[src/dmal_consts.vh]
// shared constants of the dma list and guard block: register indices, fields, counts
// assumes inclusion by bare name from every design file that needs them
`ifndef DMAL_CONSTS_VH
`define DMAL_CONSTS_VH
// ----------------------------------------------------------------
// register indices inside one channel window (byte address = index * 4)
// ----------------------------------------------------------------
`define DMAL_IDX_SRC 4'h0
`define DMAL_IDX_DST 4'h1
`define DMAL_IDX_LEN 4'h2
`define DMAL_IDX_CTRL 4'h3
`define DMAL_IDX_RDCFG 4'h4
`define DMAL_IDX_WRCFG 4'h5
`define DMAL_IDX_MODE 4'h6
`define DMAL_IDX_EN 4'h7
`define DMAL_IDX_START 4'h8
`define DMAL_IDX_MSTAT 4'h9
`define DMAL_IDX_RSTAT 4'ha
`define DMAL_IDX_MASK 4'hb
`define DMAL_IDX_ACT 4'hc
// ----------------------------------------------------------------
// field positions
// ----------------------------------------------------------------
`define DMAL_CTL_INT 0
`define DMAL_CTL_LAST 1
`define DMAL_TOK_HI 21
`define DMAL_TOK_LO 16
`define DMAL_INCR_BIT 31
`define DMAL_SWAP_HI 17
`define DMAL_SWAP_LO 16
`define DMAL_ST_END 0
`define DMAL_ST_TORD 1
`define DMAL_ST_TOWR 2
`define DMAL_ST_STALL 3
// ----------------------------------------------------------------
// reset values and bus codes
// ----------------------------------------------------------------
`define DMAL_RST_WORD 32'h0000_0000
`define DMAL_RST_NIB 4'h0
`define DMAL_HTRANS_IDLE 2'b00
`define DMAL_HTRANS_NONSEQ 2'b10
`define DMAL_HSIZE_WORD 3'b010
`define DMAL_WORD_STEP 32'h0000_0004
`define DMAL_LEN_STEP 13'h0004
// ----------------------------------------------------------------
// timing counts, in clock cycles as printed
// ----------------------------------------------------------------
`define DMAL_BUS_TO_CYC 11'd1024
`define DMAL_WD_CYC 12'd2048
`endif

[src/dmal_swap.v]
// byte order rearrangement of one 32-bit word for the write path
// assumes a 2-bit select that is stable while the word is used
`default_nettype none
module dmal_swap (
  input wire [31:0] data_i, // word as read
  input wire [1:0] sel_i,   // byte order select
  output reg [31:0] data_o  // word as written
);
  // ----------------------------------------------------------------
  // order select
  // ----------------------------------------------------------------
  always @* begin
    case (sel_i)
      2'h0: data_o = data_i; // no swap
      2'h1: data_o = {data_i[23:16], data_i[31:24], data_i[7:0], data_i[15:8]}; // in halves
      2'h2: data_o = {data_i[15:0], data_i[31:16]}; // halves exchanged
      default: data_o = {data_i[7:0], data_i[15:8], data_i[23:16], data_i[31:24]}; // full
    endcase
  end
endmodule
`default_nettype wire

[src/dmal_top.v]
// four-channel dma engine: command lists, tokens, byte swap, bus timeout, stall watchdog
// assumes one clock, a synchronous reset, a zero-wait register slave and one master port
`default_nettype none
`include "dmal_consts.vh"
module dmal_top (
  input wire clock_i,          // system clock
  input wire rst_i,            // synchronous reset, high
  input wire s_hsel_i,         // slave select
  input wire [31:0] s_haddr_i, // slave address
  input wire [1:0] s_htrans_i, // slave transfer type
  input wire s_hwrite_i,       // slave write
  input wire [2:0] s_hsize_i,  // slave size, word only
  input wire [31:0] s_hwdata_i,// slave write data
  input wire s_hready_i,       // bus ready
  output reg [31:0] s_hrdata_o,// slave read data
  output reg s_hreadyout_o,    // slave ready
  output reg s_hresp_o,        // slave response
  output reg [31:0] m_haddr_o, // master address
  output reg [1:0] m_htrans_o, // master transfer type
  output reg m_hwrite_o,       // master write
  output reg [2:0] m_hsize_o,  // master size
  output reg [31:0] m_hwdata_o,// master write data
  input wire [31:0] m_hrdata_i,// master read data
  input wire m_hready_i,       // master ready
  output reg irq_o             // interrupt, high while unmasked status set
);
  // ----------------------------------------------------------------
  // states and storage
  // ----------------------------------------------------------------
  localparam S_IDLE = 4'h0;
  localparam S_FETCH_A = 4'h1;
  localparam S_FETCH_D = 4'h2;
  localparam S_CHK = 4'h3;
  localparam S_RD_A = 4'h4;
  localparam S_RD_D = 4'h5;
  localparam S_WR_A = 4'h6;
  localparam S_WR_D = 4'h7;
  localparam S_DONE = 4'h8;
  reg [31:0] src_reg [0:3];     // current source address
  reg [31:0] dst_reg [0:3];     // current destination address
  reg [12:0] len_reg [0:3];     // remaining bytes
  reg [31:0] current_command_control_reg [0:3]; // interrupt, last, link
  reg [31:0] read_side_config_reg [0:3];  // read tokens, increment
  reg [31:0] write_side_config_reg [0:3]; // write tokens, increment
  reg [31:0] channel_mode_config_reg [0:3]; // byte order select
  reg [3:0] irq_raw_status_reg [0:3];     // sticky events
  reg [3:0] mask_reg [0:3];     // interrupt mask
  reg [3:0] en_reg;             // channel enable
  reg [3:0] run_reg;            // started, not ended
  reg [3:0] st_reg;             // engine state
  reg [1:0] cur_reg;            // channel holding the bus
  reg [1:0] rr_reg;             // last granted channel
  reg [5:0] tok_reg;            // bursts left in this grant
  reg [31:0] fbase_reg;         // descriptor byte address
  reg [1:0] fidx_reg;           // descriptor word index
  reg [31:0] data_reg;          // word in flight
  reg [10:0] to_cnt_reg;        // bus wait counter
  reg [1:0] wd_ch_reg;          // channel under watch
  reg [11:0] wd_cnt_reg;        // watch counter
  reg wr_pend_reg;              // register write in data phase
  reg [1:0] wr_ch_reg;          // channel of that write
  reg [3:0] wr_idx_reg;         // index of that write
  // ----------------------------------------------------------------
  // combinational helpers
  // ----------------------------------------------------------------
  wire [31:0] swapped;          // write data after reorder
  wire [3:0] active = en_reg & run_reg; // enabled and not ended
  wire s_take = s_hsel_i & s_htrans_i[1] & s_hready_i; // slave address phase
  wire [1:0] s_ch = s_haddr_i[7:6]; // channel window
  wire [3:0] s_idx = s_haddr_i[5:2]; // register index
  wire s_map = (s_haddr_i[31:8] == 24'h000000); // mapped window
  wire rd_side = (st_reg == S_FETCH_A) | (st_reg == S_FETCH_D) |
                 (st_reg == S_RD_A) | (st_reg == S_RD_D); // read direction
  wire wr_side = (st_reg == S_WR_A) | (st_reg == S_WR_D); // write direction
  wire bus_wait = rd_side | wr_side; // engine owns a transfer
  reg [1:0] pick;               // next channel to grant
  wire [5:0] rd_tok = read_side_config_reg[pick][`DMAL_TOK_HI:`DMAL_TOK_LO];
  wire [5:0] wr_tok = write_side_config_reg[pick][`DMAL_TOK_HI:`DMAL_TOK_LO];
  reg pick_ok;                  // some channel is eligible
  reg [1:0] cand;               // candidate in the scan
  reg [5:0] pick_tok;           // quota of picked channel
  reg [31:0] rd_mux;            // register read value
  integer k;
  integer i;

  // byte order of the written word
  dmal_swap u_swap (
    .data_i(data_reg),
    .sel_i(channel_mode_config_reg[cur_reg][`DMAL_SWAP_HI:`DMAL_SWAP_LO]),
    .data_o(swapped)
  );

  // round robin scan after the last grant
  always @* begin
    pick = rr_reg;
    pick_ok = 1'b0;
    cand = rr_reg;
    for (k = 1; k <= 4; k = k + 1) begin
      cand = rr_reg + k[1:0];
      if (!pick_ok && active[cand]) begin
        pick = cand;
        pick_ok = 1'b1;
      end
    end
  end

  // smaller of the two quotas, zero counted as one
  always @* begin
    pick_tok = (rd_tok < wr_tok) ? rd_tok : wr_tok;
    if (pick_tok == 6'h00) begin
      pick_tok = 6'h01;
    end
  end

  // register read value
  always @* begin
    case (s_idx)
      `DMAL_IDX_SRC: rd_mux = src_reg[s_ch];
      `DMAL_IDX_DST: rd_mux = dst_reg[s_ch];
      `DMAL_IDX_LEN: rd_mux = {19'h00000, len_reg[s_ch]};
      `DMAL_IDX_CTRL: rd_mux = current_command_control_reg[s_ch];
      `DMAL_IDX_RDCFG: rd_mux = read_side_config_reg[s_ch];
      `DMAL_IDX_WRCFG: rd_mux = write_side_config_reg[s_ch];
      `DMAL_IDX_MODE: rd_mux = channel_mode_config_reg[s_ch];
      `DMAL_IDX_EN: rd_mux = {31'h00000000, en_reg[s_ch]};
      `DMAL_IDX_START: rd_mux = {31'h00000000, run_reg[s_ch]};
      `DMAL_IDX_MSTAT: rd_mux = {28'h0000000, irq_raw_status_reg[s_ch] & mask_reg[s_ch]};
      `DMAL_IDX_RSTAT: rd_mux = {28'h0000000, irq_raw_status_reg[s_ch]};
      `DMAL_IDX_MASK: rd_mux = {28'h0000000, mask_reg[s_ch]};
      // busy bits follow the engine, zero once halted
      `DMAL_IDX_ACT: rd_mux = {30'h00000000, wr_side & (cur_reg == s_ch),
                               rd_side & (cur_reg == s_ch)};
      default: rd_mux = `DMAL_RST_WORD; // unused index
    endcase
    if (!s_map) begin
      rd_mux = `DMAL_RST_WORD; // unmapped reads zero
    end
  end

  // ----------------------------------------------------------------
  // register slave, engine, watchdog
  // ----------------------------------------------------------------
  always @(posedge clock_i) begin
    if (rst_i) begin
      for (i = 0; i < 4; i = i + 1) begin
        src_reg[i] <= `DMAL_RST_WORD;
        dst_reg[i] <= `DMAL_RST_WORD;
        len_reg[i] <= 13'h0000;
        current_command_control_reg[i] <= `DMAL_RST_WORD;
        read_side_config_reg[i] <= `DMAL_RST_WORD;
        write_side_config_reg[i] <= `DMAL_RST_WORD;
        channel_mode_config_reg[i] <= `DMAL_RST_WORD;
        irq_raw_status_reg[i] <= `DMAL_RST_NIB;
        mask_reg[i] <= `DMAL_RST_NIB;
      end
      en_reg <= 4'h0;
      run_reg <= 4'h0;
      st_reg <= S_IDLE;
      cur_reg <= 2'h0;
      rr_reg <= 2'h3;
      tok_reg <= 6'h00;
      fbase_reg <= `DMAL_RST_WORD;
      fidx_reg <= 2'h0;
      data_reg <= `DMAL_RST_WORD;
      to_cnt_reg <= 11'h000;
      wd_ch_reg <= 2'h0;
      wd_cnt_reg <= 12'h000;
      wr_pend_reg <= 1'b0;
      wr_ch_reg <= 2'h0;
      wr_idx_reg <= 4'h0;
      s_hrdata_o <= `DMAL_RST_WORD;
      s_hreadyout_o <= 1'b1;
      s_hresp_o <= 1'b0;
      m_haddr_o <= `DMAL_RST_WORD;
      m_htrans_o <= `DMAL_HTRANS_IDLE;
      m_hwrite_o <= 1'b0;
      m_hsize_o <= `DMAL_HSIZE_WORD;
      m_hwdata_o <= `DMAL_RST_WORD;
      irq_o <= 1'b0;
    end else begin
      // slave address phase: read data and read-to-clear status
      wr_pend_reg <= s_take & s_hwrite_i & s_map;
      wr_ch_reg <= s_ch;
      wr_idx_reg <= s_idx;
      if (s_take && !s_hwrite_i) begin
        s_hrdata_o <= rd_mux;
        if (s_map && (s_idx == `DMAL_IDX_MSTAT || s_idx == `DMAL_IDX_RSTAT)) begin
          irq_raw_status_reg[s_ch] <= `DMAL_RST_NIB;
        end
      end
      // slave data phase of a write
      if (wr_pend_reg) begin
        case (wr_idx_reg)
          `DMAL_IDX_SRC: src_reg[wr_ch_reg] <= s_hwdata_i;
          `DMAL_IDX_DST: dst_reg[wr_ch_reg] <= s_hwdata_i;
          `DMAL_IDX_LEN: len_reg[wr_ch_reg] <= s_hwdata_i[12:0];
          `DMAL_IDX_CTRL: current_command_control_reg[wr_ch_reg] <= s_hwdata_i;
          `DMAL_IDX_RDCFG: read_side_config_reg[wr_ch_reg] <= s_hwdata_i;
          `DMAL_IDX_WRCFG: write_side_config_reg[wr_ch_reg] <= s_hwdata_i;
          `DMAL_IDX_MODE: channel_mode_config_reg[wr_ch_reg] <= s_hwdata_i;
          `DMAL_IDX_EN: en_reg[wr_ch_reg] <= s_hwdata_i[0];
          `DMAL_IDX_START: begin
            if (s_hwdata_i[0]) begin
              run_reg[wr_ch_reg] <= 1'b1; // start from the loaded command
            end
          end
          `DMAL_IDX_MASK: mask_reg[wr_ch_reg] <= s_hwdata_i[3:0];
          default: ; // read-only or unused
        endcase
      end
      // bus wait counter, reset on every ready
      if (bus_wait && !m_hready_i) begin
        to_cnt_reg <= to_cnt_reg + 11'd1;
      end else begin
        to_cnt_reg <= 11'h000;
      end
      // engine
      case (st_reg)
        S_IDLE: begin
          if (pick_ok) begin
            cur_reg <= pick;
            rr_reg <= pick;
            st_reg <= S_CHK;
          end
        end
        S_CHK: begin
          if (len_reg[cur_reg] == 13'h0000) begin
            st_reg <= S_DONE; // empty buffer moves nothing
          end else if (tok_reg == 6'h00 || !en_reg[cur_reg]) begin
            st_reg <= S_IDLE; // quota spent or paused: release
          end else begin
            m_haddr_o <= src_reg[cur_reg];
            m_htrans_o <= `DMAL_HTRANS_NONSEQ;
            m_hwrite_o <= 1'b0;
            st_reg <= S_RD_A;
          end
        end
        S_FETCH_A, S_RD_A, S_WR_A: begin
          if (m_hready_i) begin
            m_htrans_o <= `DMAL_HTRANS_IDLE;
            m_hwdata_o <= swapped;
            st_reg <= st_reg + 4'h1;
          end
        end
        S_FETCH_D: begin
          if (m_hready_i) begin
            // four words in order
            case (fidx_reg)
              2'h0: src_reg[cur_reg] <= m_hrdata_i;
              2'h1: dst_reg[cur_reg] <= m_hrdata_i;
              2'h2: len_reg[cur_reg] <= m_hrdata_i[12:0];
              default: current_command_control_reg[cur_reg] <= m_hrdata_i;
            endcase
            fidx_reg <= fidx_reg + 2'h1;
            if (fidx_reg == 2'h3) begin
              st_reg <= S_CHK;
            end else begin
              m_haddr_o <= fbase_reg + {28'h0000000, fidx_reg + 2'h1, 2'b00};
              m_htrans_o <= `DMAL_HTRANS_NONSEQ;
              st_reg <= S_FETCH_A;
            end
          end
        end
        S_RD_D: begin
          if (m_hready_i) begin
            data_reg <= m_hrdata_i;
            m_haddr_o <= dst_reg[cur_reg];
            m_htrans_o <= `DMAL_HTRANS_NONSEQ;
            m_hwrite_o <= 1'b1;
            st_reg <= S_WR_A;
          end
        end
        S_WR_D: begin
          if (m_hready_i) begin
            m_hwrite_o <= 1'b0;
            if (read_side_config_reg[cur_reg][`DMAL_INCR_BIT]) begin
              src_reg[cur_reg] <= src_reg[cur_reg] + `DMAL_WORD_STEP;
            end
            if (write_side_config_reg[cur_reg][`DMAL_INCR_BIT]) begin
              dst_reg[cur_reg] <= dst_reg[cur_reg] + `DMAL_WORD_STEP;
            end
            if (len_reg[cur_reg] <= `DMAL_LEN_STEP) begin
              len_reg[cur_reg] <= 13'h0000;
            end else begin
              len_reg[cur_reg] <= len_reg[cur_reg] - `DMAL_LEN_STEP;
            end
            tok_reg <= tok_reg - 6'h01; // one read and one write burst used
            st_reg <= S_CHK;
          end
        end
        S_DONE: begin
          if (current_command_control_reg[cur_reg][`DMAL_CTL_LAST]) begin
            run_reg[cur_reg] <= 1'b0; // halt, no further fetch
            st_reg <= S_IDLE;
          end else begin
            // fetch the linked descriptor; loops back forever if cyclic
            fbase_reg <= {current_command_control_reg[cur_reg][31:2], 2'b00};
            m_haddr_o <= {current_command_control_reg[cur_reg][31:2], 2'b00};
            m_htrans_o <= `DMAL_HTRANS_NONSEQ;
            m_hwrite_o <= 1'b0;
            fidx_reg <= 2'h0;
            st_reg <= S_FETCH_A;
          end
        end
        default: st_reg <= S_IDLE;
      endcase
      // quota loaded at each grant
      if (st_reg == S_IDLE && pick_ok) begin
        tok_reg <= pick_tok;
      end
      // bus timeout: the requesting channel flags its own direction
      if (bus_wait && !m_hready_i && to_cnt_reg == `DMAL_BUS_TO_CYC - 11'd1) begin
        if (rd_side) begin
          irq_raw_status_reg[cur_reg][`DMAL_ST_TORD] <= 1'b1;
        end else begin
          irq_raw_status_reg[cur_reg][`DMAL_ST_TOWR] <= 1'b1;
        end
        run_reg[cur_reg] <= 1'b0;
        m_htrans_o <= `DMAL_HTRANS_IDLE;
        m_hwrite_o <= 1'b0;
        st_reg <= S_IDLE;
      end
      // completion event, set after any read-clear
      if (st_reg == S_DONE && current_command_control_reg[cur_reg][`DMAL_CTL_INT]) begin
        irq_raw_status_reg[cur_reg][`DMAL_ST_END] <= 1'b1;
      end
      // watchdog: skip idle channels, watch active ones in turn
      if (!active[wd_ch_reg] || (st_reg != S_IDLE && cur_reg == wd_ch_reg)) begin
        wd_ch_reg <= wd_ch_reg + 2'h1;
        wd_cnt_reg <= 12'h000;
      end else if (wd_cnt_reg == `DMAL_WD_CYC - 12'd1) begin
        irq_raw_status_reg[wd_ch_reg][`DMAL_ST_STALL] <= 1'b1;
        wd_ch_reg <= wd_ch_reg + 2'h1;
        wd_cnt_reg <= 12'h000;
      end else begin
        wd_cnt_reg <= wd_cnt_reg + 12'd1;
      end
      // one interrupt line for all channels
      irq_o <= |((irq_raw_status_reg[0] & mask_reg[0]) | (irq_raw_status_reg[1] & mask_reg[1]) |
                 (irq_raw_status_reg[2] & mask_reg[2]) | (irq_raw_status_reg[3] & mask_reg[3]));
    end
  end
endmodule
`default_nettype wire

[config.mk]
export PLATFORM = sky130hd
export DESIGN_NAME = dmal_top
export DESIGN_NICKNAME = d
export VERILOG_FILES = /design/src/dmal_swap.v /design/src/dmal_top.v
export VERILOG_INCLUDE_DIRS = /design/src
export SDC_FILE = /design/constraint.sdc
export NUM_CORES = 2
export LEC_CHECK = 0
export BUFFER_PORTS_ARGS = -buffer_cell sky130_fd_sc_hd__buf_2
export CAP_MARGIN = 5
export CORE_MARGIN = 8
export CORE_UTILIZATION = 57
export DETAILED_ROUTE_END_ITERATION = 16
export GPL_TIMING_DRIVEN = 0
export MAX_ROUTING_LAYER = met4
export PLACE_DENSITY = 0.74
export SLEW_MARGIN = 40
export SYNTH_ARGS = -nofsm -noshare
export SYNTH_HDL_FRONTEND = slang
export SYNTH_SLANG_ARGS = --single-unit
[constraint.sdc]
create_clock -name clock_i -period 3.8 [get_ports clock_i]
set_clock_uncertainty 0.15 [all_clocks]
set_input_delay 0.19 -clock clock_i [delete_from_list [all_inputs] [get_ports clock_i]]
set_output_delay 0.19 -clock clock_i [all_outputs]
set_load 0.005 [all_outputs]
### After elaboration in Yosys (flattened, before gate mapping)

Memories as Yosys holds them, arrays and structs flattened. A register that Yosys moved wholly into a read port is not among the register bits.
Cells that the tools add are included.
Widths: inputs -> output; s select.

| operators by class | value |
|---|---|
| add/subtract/negate cells | 13 |
| magnitude comparators | 12 |
| eq/ne operators | 47 |
| mux-type cells | 237 |
| bitwise logic cells | 30 |
| reduce and logical (&&, ||, !) cells | 71 |

Operators with widths:

| cell | number |
|---|---|
| $mux 32 | 18 |
| $pmux 32 s13 | 1 |
| $reduce_or 32->1 | 9 |
| $pmux 32 s4 | 1 |
| $mux 1 | 126 |
| $pmux 32 s3 | 1 |
| $mux 2 | 46 |
| $mux 4 | 19 |
| $add 32x3->32 const B | 2 |
| $mux 13 | 4 |
| $eq 4x3->1 const B | 12 |
| $add 32x4->32 | 1 |
| $and 4x4->4 | 8 |
| $eq 4x4->1 const B | 8 |
| $mux 6 | 5 |
| $pmux 4 s7 | 1 |
| $reduce_or 13->1 | 2 |
| $eq 4x2->1 const B | 6 |
| $logic_not 24->1 | 1 |
| $lt 2x3->1 const B | 8 |
| $reduce_or 4->1 | 5 |
| $ne 2x2->1 const B | 9 |
| $bmux 1 s2 | 8 |
| $or 4x4->4 | 4 |
| other kinds (44) | 105 |

| storage, ports and cells | value |
|---|---|
| flip-flop bits (word level) | 218 |
| bits in writable memories | 852 |
| output and inout bits | 105 |
| memories | 9 |

Memories:

| name | depth | width | read ports | clocked after memory_dff | wr ports | line | RTL |
|---|---|---|---|---|---|---|---|
| channel_mode_config_reg | 4 | 32 | 2 | 1 | 4 | dmal_top.v:45 | `reg [31:0] channel_mode_config_reg [0:3];` |
| current_command_control_reg | 4 | 32 | 2 | 1 | 4 | dmal_top.v:42 | `reg [31:0] current_command_control_reg [0:3];` |
| dst_reg | 4 | 32 | 2 | 1 | 4 | dmal_top.v:40 | `reg [31:0] dst_reg [0:3];` |
| read_side_config_reg | 4 | 32 | 3 | 1 | 4 | dmal_top.v:43 | `reg [31:0] read_side_config_reg [0:3];` |
| src_reg | 4 | 32 | 2 | 1 | 4 | dmal_top.v:39 | `reg [31:0] src_reg [0:3];` |
| write_side_config_reg | 4 | 32 | 3 | 1 | 4 | dmal_top.v:44 | `reg [31:0] write_side_config_reg [0:3];` |
| +3 memories | -- | -- | -- | -- | -- | -- |  |

### Longest topological paths before layout

An unclocked memory read counts as a cell.

| logic depth | value |
|---|---|
| depth in word-level cells | 19 |
| depth in mapped cells | 17 |

### Hierarchy

Synthesis repeated with hierarchy kept, for this count alone.

| second synthesis, totals | value |
|---|---|
| cells, all modules | 4790 |
| area total of the unflattened synthesis | 56414.1 um^2 |

By module, submodules not included:

| module | instances | cells each | area an instance (um^2) | sequential area each (um^2) |
|---|---|---|---|---|
| dmal_top | 1 | 4750 | 55578.3 | 29808.6 |
| dmal_swap | 1 | 40 | 835.8 | 0.0 |

### Least setup slack after synthesis

No wires, ideal clock.

| timing path | value |
|---|---|
| kind | reg-to-reg |
| start | register en_reg[0] |
| end | register tok_reg[4] |
| setup time | 0.086 ns |
| data arrival time | 3.502 ns |
| slack | 0.062 ns |
| stages on the path, launching flop included | 17 |
| buffers on the path | 2 |
| cell sequence | dfxtp_1 -> and2_1 -> o221ai_1 -> a21oi_1 -> buf_2 -> buf_2 -> mux2i_1 -> mux2i_1 -> inv_1 -> ha_1 -> a21o_1 -> a21o_1 -> a21oi_1 -> a21boi_0 -> o21ai_2 -> mux2i_1 -> a211oi_1 |

| between the ends | value |
|---|---|
| cells in the longest elaborated chain, start to end | 19 |
| elaborated cells between the ends (all ways) | 34 |
| classes of those cells | 1 x order compare; 19 x mux; 1 x bitwise; 11 x reduce/logical; 2 x memory |

Ends and longest elaborated chain:

| item | line | RTL |
|---|---|---|
| from (decl) | dmal_top.v:48 | `reg [3:0] en_reg;` |
| from (signal, indexed assignment) | dmal_top.v:201 | `` `DMAL_IDX_EN: en_reg[wr_ch_reg] <= s_hwdata_i[0]; `` |
| $and 4x4->4 * | dmal_top.v:67 | `wire [3:0] active = en_reg & run_reg;` |
| $bmux 1 s2 | dmal_top.v:100 | `if (!pick_ok && active[cand]) begin` |
| $mux 1 (implied by the code) | dmal_top.v:100 |  |
| $mux 1 | dmal_top.v:100 |  |
| $logic_not 1->1 | dmal_top.v:100 |  |
| $logic_and 1x1->1 | dmal_top.v:100 |  |
| $mux 1 | dmal_top.v:100 |  |
| $logic_not 1->1 | dmal_top.v:100 |  |
| [... 3 more ...] | -- |  |
| $logic_and 1x1->1 | dmal_top.v:100 |  |
| $mux 2 | dmal_top.v:100 |  |
| $mem_v2 4x32 (on tied branches) | -- |  |
| $lt 6x6->1 | dmal_top.v:109 | `pick_tok = (rd_tok < wr_tok) ? rd_tok : wr_tok;` |
| $mux 6 | dmal_top.v:109 |  |
| $logic_not 6->1 | dmal_top.v:110 | `if (pick_tok == 6'h00) begin` |
| $mux 6 | dmal_top.v:110 |  |
| $mux 6 | dmal_top.v:308 | `if (st_reg == S_IDLE && pick_ok) begin` |
| to (signal assigned) | dmal_top.v:287 | `tok_reg <= tok_reg - 6'h01;` |
| to (signal assigned) | dmal_top.v:309 | `tok_reg <= pick_tok;` |
| to (decl) | dmal_top.v:53 | `reg [5:0] tok_reg;` |

Mark *: on every way between the ends. The rest lies on a longest branch, timed or not. The select of a mux whose other input is x is not followed.
A chain may end at the register's enable or synchronous reset.

==> flow_summary.json <==
{
  "num_vias": 48798,
  "setup_total_negative_slack_ns": -1.22,
  "global_route.overflow_total": 0,
  "worstHoldPathType": "in -> reg",
  "final-max-slew-violation-count": 0,
  "die_area_um2": 110000,
  "yosysUniqueCellTypes": 81,
  "synth_top_flop_cell": "edfxtp_1",
  "cp-endpoint": "dst_reg[0][1]",
  "sequential_share_of_the_synthesized_area": 0.526,
  "power.share.sequential": 0.472,
  "worst_setup_path_end_kind": "flip-flop",
  "critPathLaunchType": "flip-flop",
  "io-pin-count": 212,
  "grt_pass1_wl_um": 342000,
  "htree_levels": 3,
  "switch_pwr_mw": 7.36,
  "grt_pass1_vias": 45710,
  "register_to_register_setup_slack_ns": -0.07,
  "synth_enable_flop_cells": 836,
  "run_status": "finished, violations left",
  "layout.filler_cells": 7428,
  "drt-pass1-iter-count": 7,
  "mappedNetlistArea_um2": 56700,
  "netlist_top_cells_area": "edfxtp_1 44%, mux4_2 14%, dfxtp_1 8.3%",
  "achievable-frequency_mhz": 258,
  "p_leak_nw": 23.4,
  "antenna_found_initial": 15,
  "holdPathStages": 3,
  "port-buffer-count": 171,
  "detailed_place.area_um2": 60400,
  "synthCells": 4806,
  "synthToLayoutAreaGrowth_pct": 16.1,
  "routabilityCongestion": 1.08,
  "drive_gt1_frac": 0.207,
  "clk_pin_slew_worst_paths_ns": 0.07,
  "utilization": 0.669,
  "tcrit_tclk_final": 1.02,
  "ir_drop_worst_vdd_v": 0.000435,
  "postSynth.asyncResetShare": 0,
  "insertion_delay_to_the_later_sink_of_the_worst_skew_pair_ns": 0.75,
  "critical_path_class": "reg -> reg",
  "drt-vias-per-instance": 7.33,
  "drt-wirelength-per-cell_um": 37.3,
  "synthDominantCellAreaShare": 0.443,
  "worst_r2r_path_depth": 8,
  "synthesis.yosys.warnings": 0,
  "regToRegStartpoint": "wr_idx_reg[0]",
  "finalHoldWorstSlack_ns": 0.0975,
  "clock_sinks": 1071,
  "report.final.hold_viol_count": 0,
  "cts_tree": "built",
  "chipHeight_um": 331,
  "core-area_um2": 98400,
  "synth_top_area_cell": "edfxtp_1",
  "critPathMaxFanout": 25,
  "finalNetCount": 5388,
  "ys_seq_elements": 1071,
  "cts_root_buf": "clkbuf_16",
  "cp.required_ns": 4.06,
  "floorplan.rows": 115,
  "fin_area_um2": 65800,
  "power.share.combinational": 0.110,
  "initial_core_util": 0.576,
  "failed_checks": "setup timing",
  "powerDensity_nw_per_um2": 425,
  "drt-total-wl_um": 248000,
  "arrival_ns": 4.14,
  "max_slew_margin": 0.336,
  "switching_share": 0.263,
  "worst_slack_ns": -0.0749,
  "internal_cell_power_mw": 20.6,
  "setup-violations-final": 48,
  "clockBufferDepth": 3,
  "worstMarginPinSlew_ns": 0.996,
  "antenna_violating_nets_post_route": 0,
  "grt.total_usage": 0.448,
  "dr.first_iter.drc_count": 9382,
  "die_width_um": 331,
  "dp_hpwl_um": 181000,
  "cap_violations": 0,
  "grt_start_max_net_pins": 33,
  "finalCriticalPeriod_ns": 3.87,
  "rr_endpoint": "dst_reg[0][1]",
  "crit_start": "wr_idx_reg[0]",
  "drc": 0,
  "numCtsBuffers": 114,
  "syn_area_per_cell_um2": 11.8,
  "power.clock.fraction": 0.418
}
worst min path at each step:
stage / start / endpoint
2_1_floorplan: s_haddr_i[4] / wr_idx_reg[2]
3_3_place_gp: m_haddr_o[10] / m_haddr_o[10]
3_5_place_dp: m_hwdata_o[26] / m_hwdata_o[26]
4_1_cts: s_hwdata_i[1] / current_command_control_reg[3][1]
5_1_grt: s_hwdata_i[1] / current_command_control_reg[3][1]
6_report: s_hwdata_i[1] / current_command_control_reg[3][1]
final cells by class:
type                            instances  area, um^2  area share
Buffer                                490        2380      0.0361
Inverter                               72         270     0.00411
Tap cell                             1287        1610      0.0245
Clock buffer                          166        3360      0.0511
Clock inverter                         52         519     0.00789
Multi-Input combinational cell       3174       25000       0.380
Timing Repair Buffer                  329        2850      0.0432
Antenna cell                           15        37.5    0.000570
Sequential cell                      1071       29800       0.453
worst max-delay path, cell delays in order (launching register included):
cell,delay (ns)
dfxtp_1,0.32
clkbuf_1,0.36
nor2b_1,0.64
nand2_1,0.21
nor2_1,0.69
clkbuf_1,0.53
nor2_1,0.15
nand2_4,0.21
buf_12,0.26
cell usage after synthesis, types with 37 or more instances:
master	count
a21oi_1	206
a22o_1	162
a22oi_1	123
a31oi_1	37
and2_1	83
and3_1	226
buf_2	48
clkbuf_1	377
dfxtp_1	235
edfxtp_1	836
inv_1	72
mux2i_1	61
mux4_2	346
nand2_1	557
nand3_1	243
nor2_1	279
nor3_1	37
o211ai_1	58
o21ai_0	309
xnor2_1	57
xor2_1	58
what timing repair did:
| action | CTS | global route |
|---|---|---|
| buffers inserted | 12 | 25 |
| resized for setup | 63 | 75 |
| hold buffers | 73 | 1 |
| pin swaps | 7 | 13 |
| hold endpoints to repair | 270 | 8 |
| setup endpoints to repair | 692 | 630 |
cell families (layout without fill, tap and decap cells):
family	after synthesis	in the layout	synth area share
AOI/OAI and AO/OA	1032	1032	0.117
xor gates and xnor gates	115	115	0.0178
adders and majority gates	29	29	0.00654
buffers and inverters	565	1109	0.0424
DFF	1071	1071	0.526
muxes	432	432	0.157
other	2	21	0.000133
and+or+nand+nor	1560	1560	0.132
power by group through the flow:
stage | Sequential, mW | Clock, mW | Combinational [mW]
after floorplan | 13.4 | 0 | 1.45
after global placement | 13.5 | 0 | 2.64
after detailed placement | 13.5 | 0 | 2.80
after CTS | 13.2 | 11.6 | 2.88
after global routing | 13.3 | 12.0 | 3.06
final | 13.2 | 11.7 | 3.08
per-stage QoR:
stage                     setup WS, ns  cells  power, mW
after floorplan                 0.0620   4810       14.8
after global placement           -2.43   6268       16.1
after detailed placement        -0.981   6314       16.3
after CTS                       -0.102   6615       27.7
after global routing           -0.0149   6653       28.3
final                          -0.0749   6656       28.0
placed cells by master, fill, tap and decap left out, drive strengths merged, types with 39 or more instances in the layout:
master       synthesis  routed
edfxtp             836     836
nand2              560     560
clkbuf             377     544
buf                116     367
mux4               362     362
o21ai              340     340
nor2               280     280
nand3              245     245
dfxtp              235     235
and3               226     226
a21oi              207     207
a22o               162     162
a22oi              123     123
and2                83      83
inv                 72      76
dlygate4sd3          0      74
mux2i               61      61
o211ai              58      58
xor2                58      58
xnor2               57      57
nor3                40      40
clkinv               0      39
routing by layer:
layer	track usage	vias up	routed length [um]
met4	0.326	0	23900
li1	-	19225	-
met1	0.539	23722	81000
met5	-	-	0
met3	0.190	1099	43400
met2	0.596	4752	99900
No activity file was read; power rests on OpenSTA's default activity.
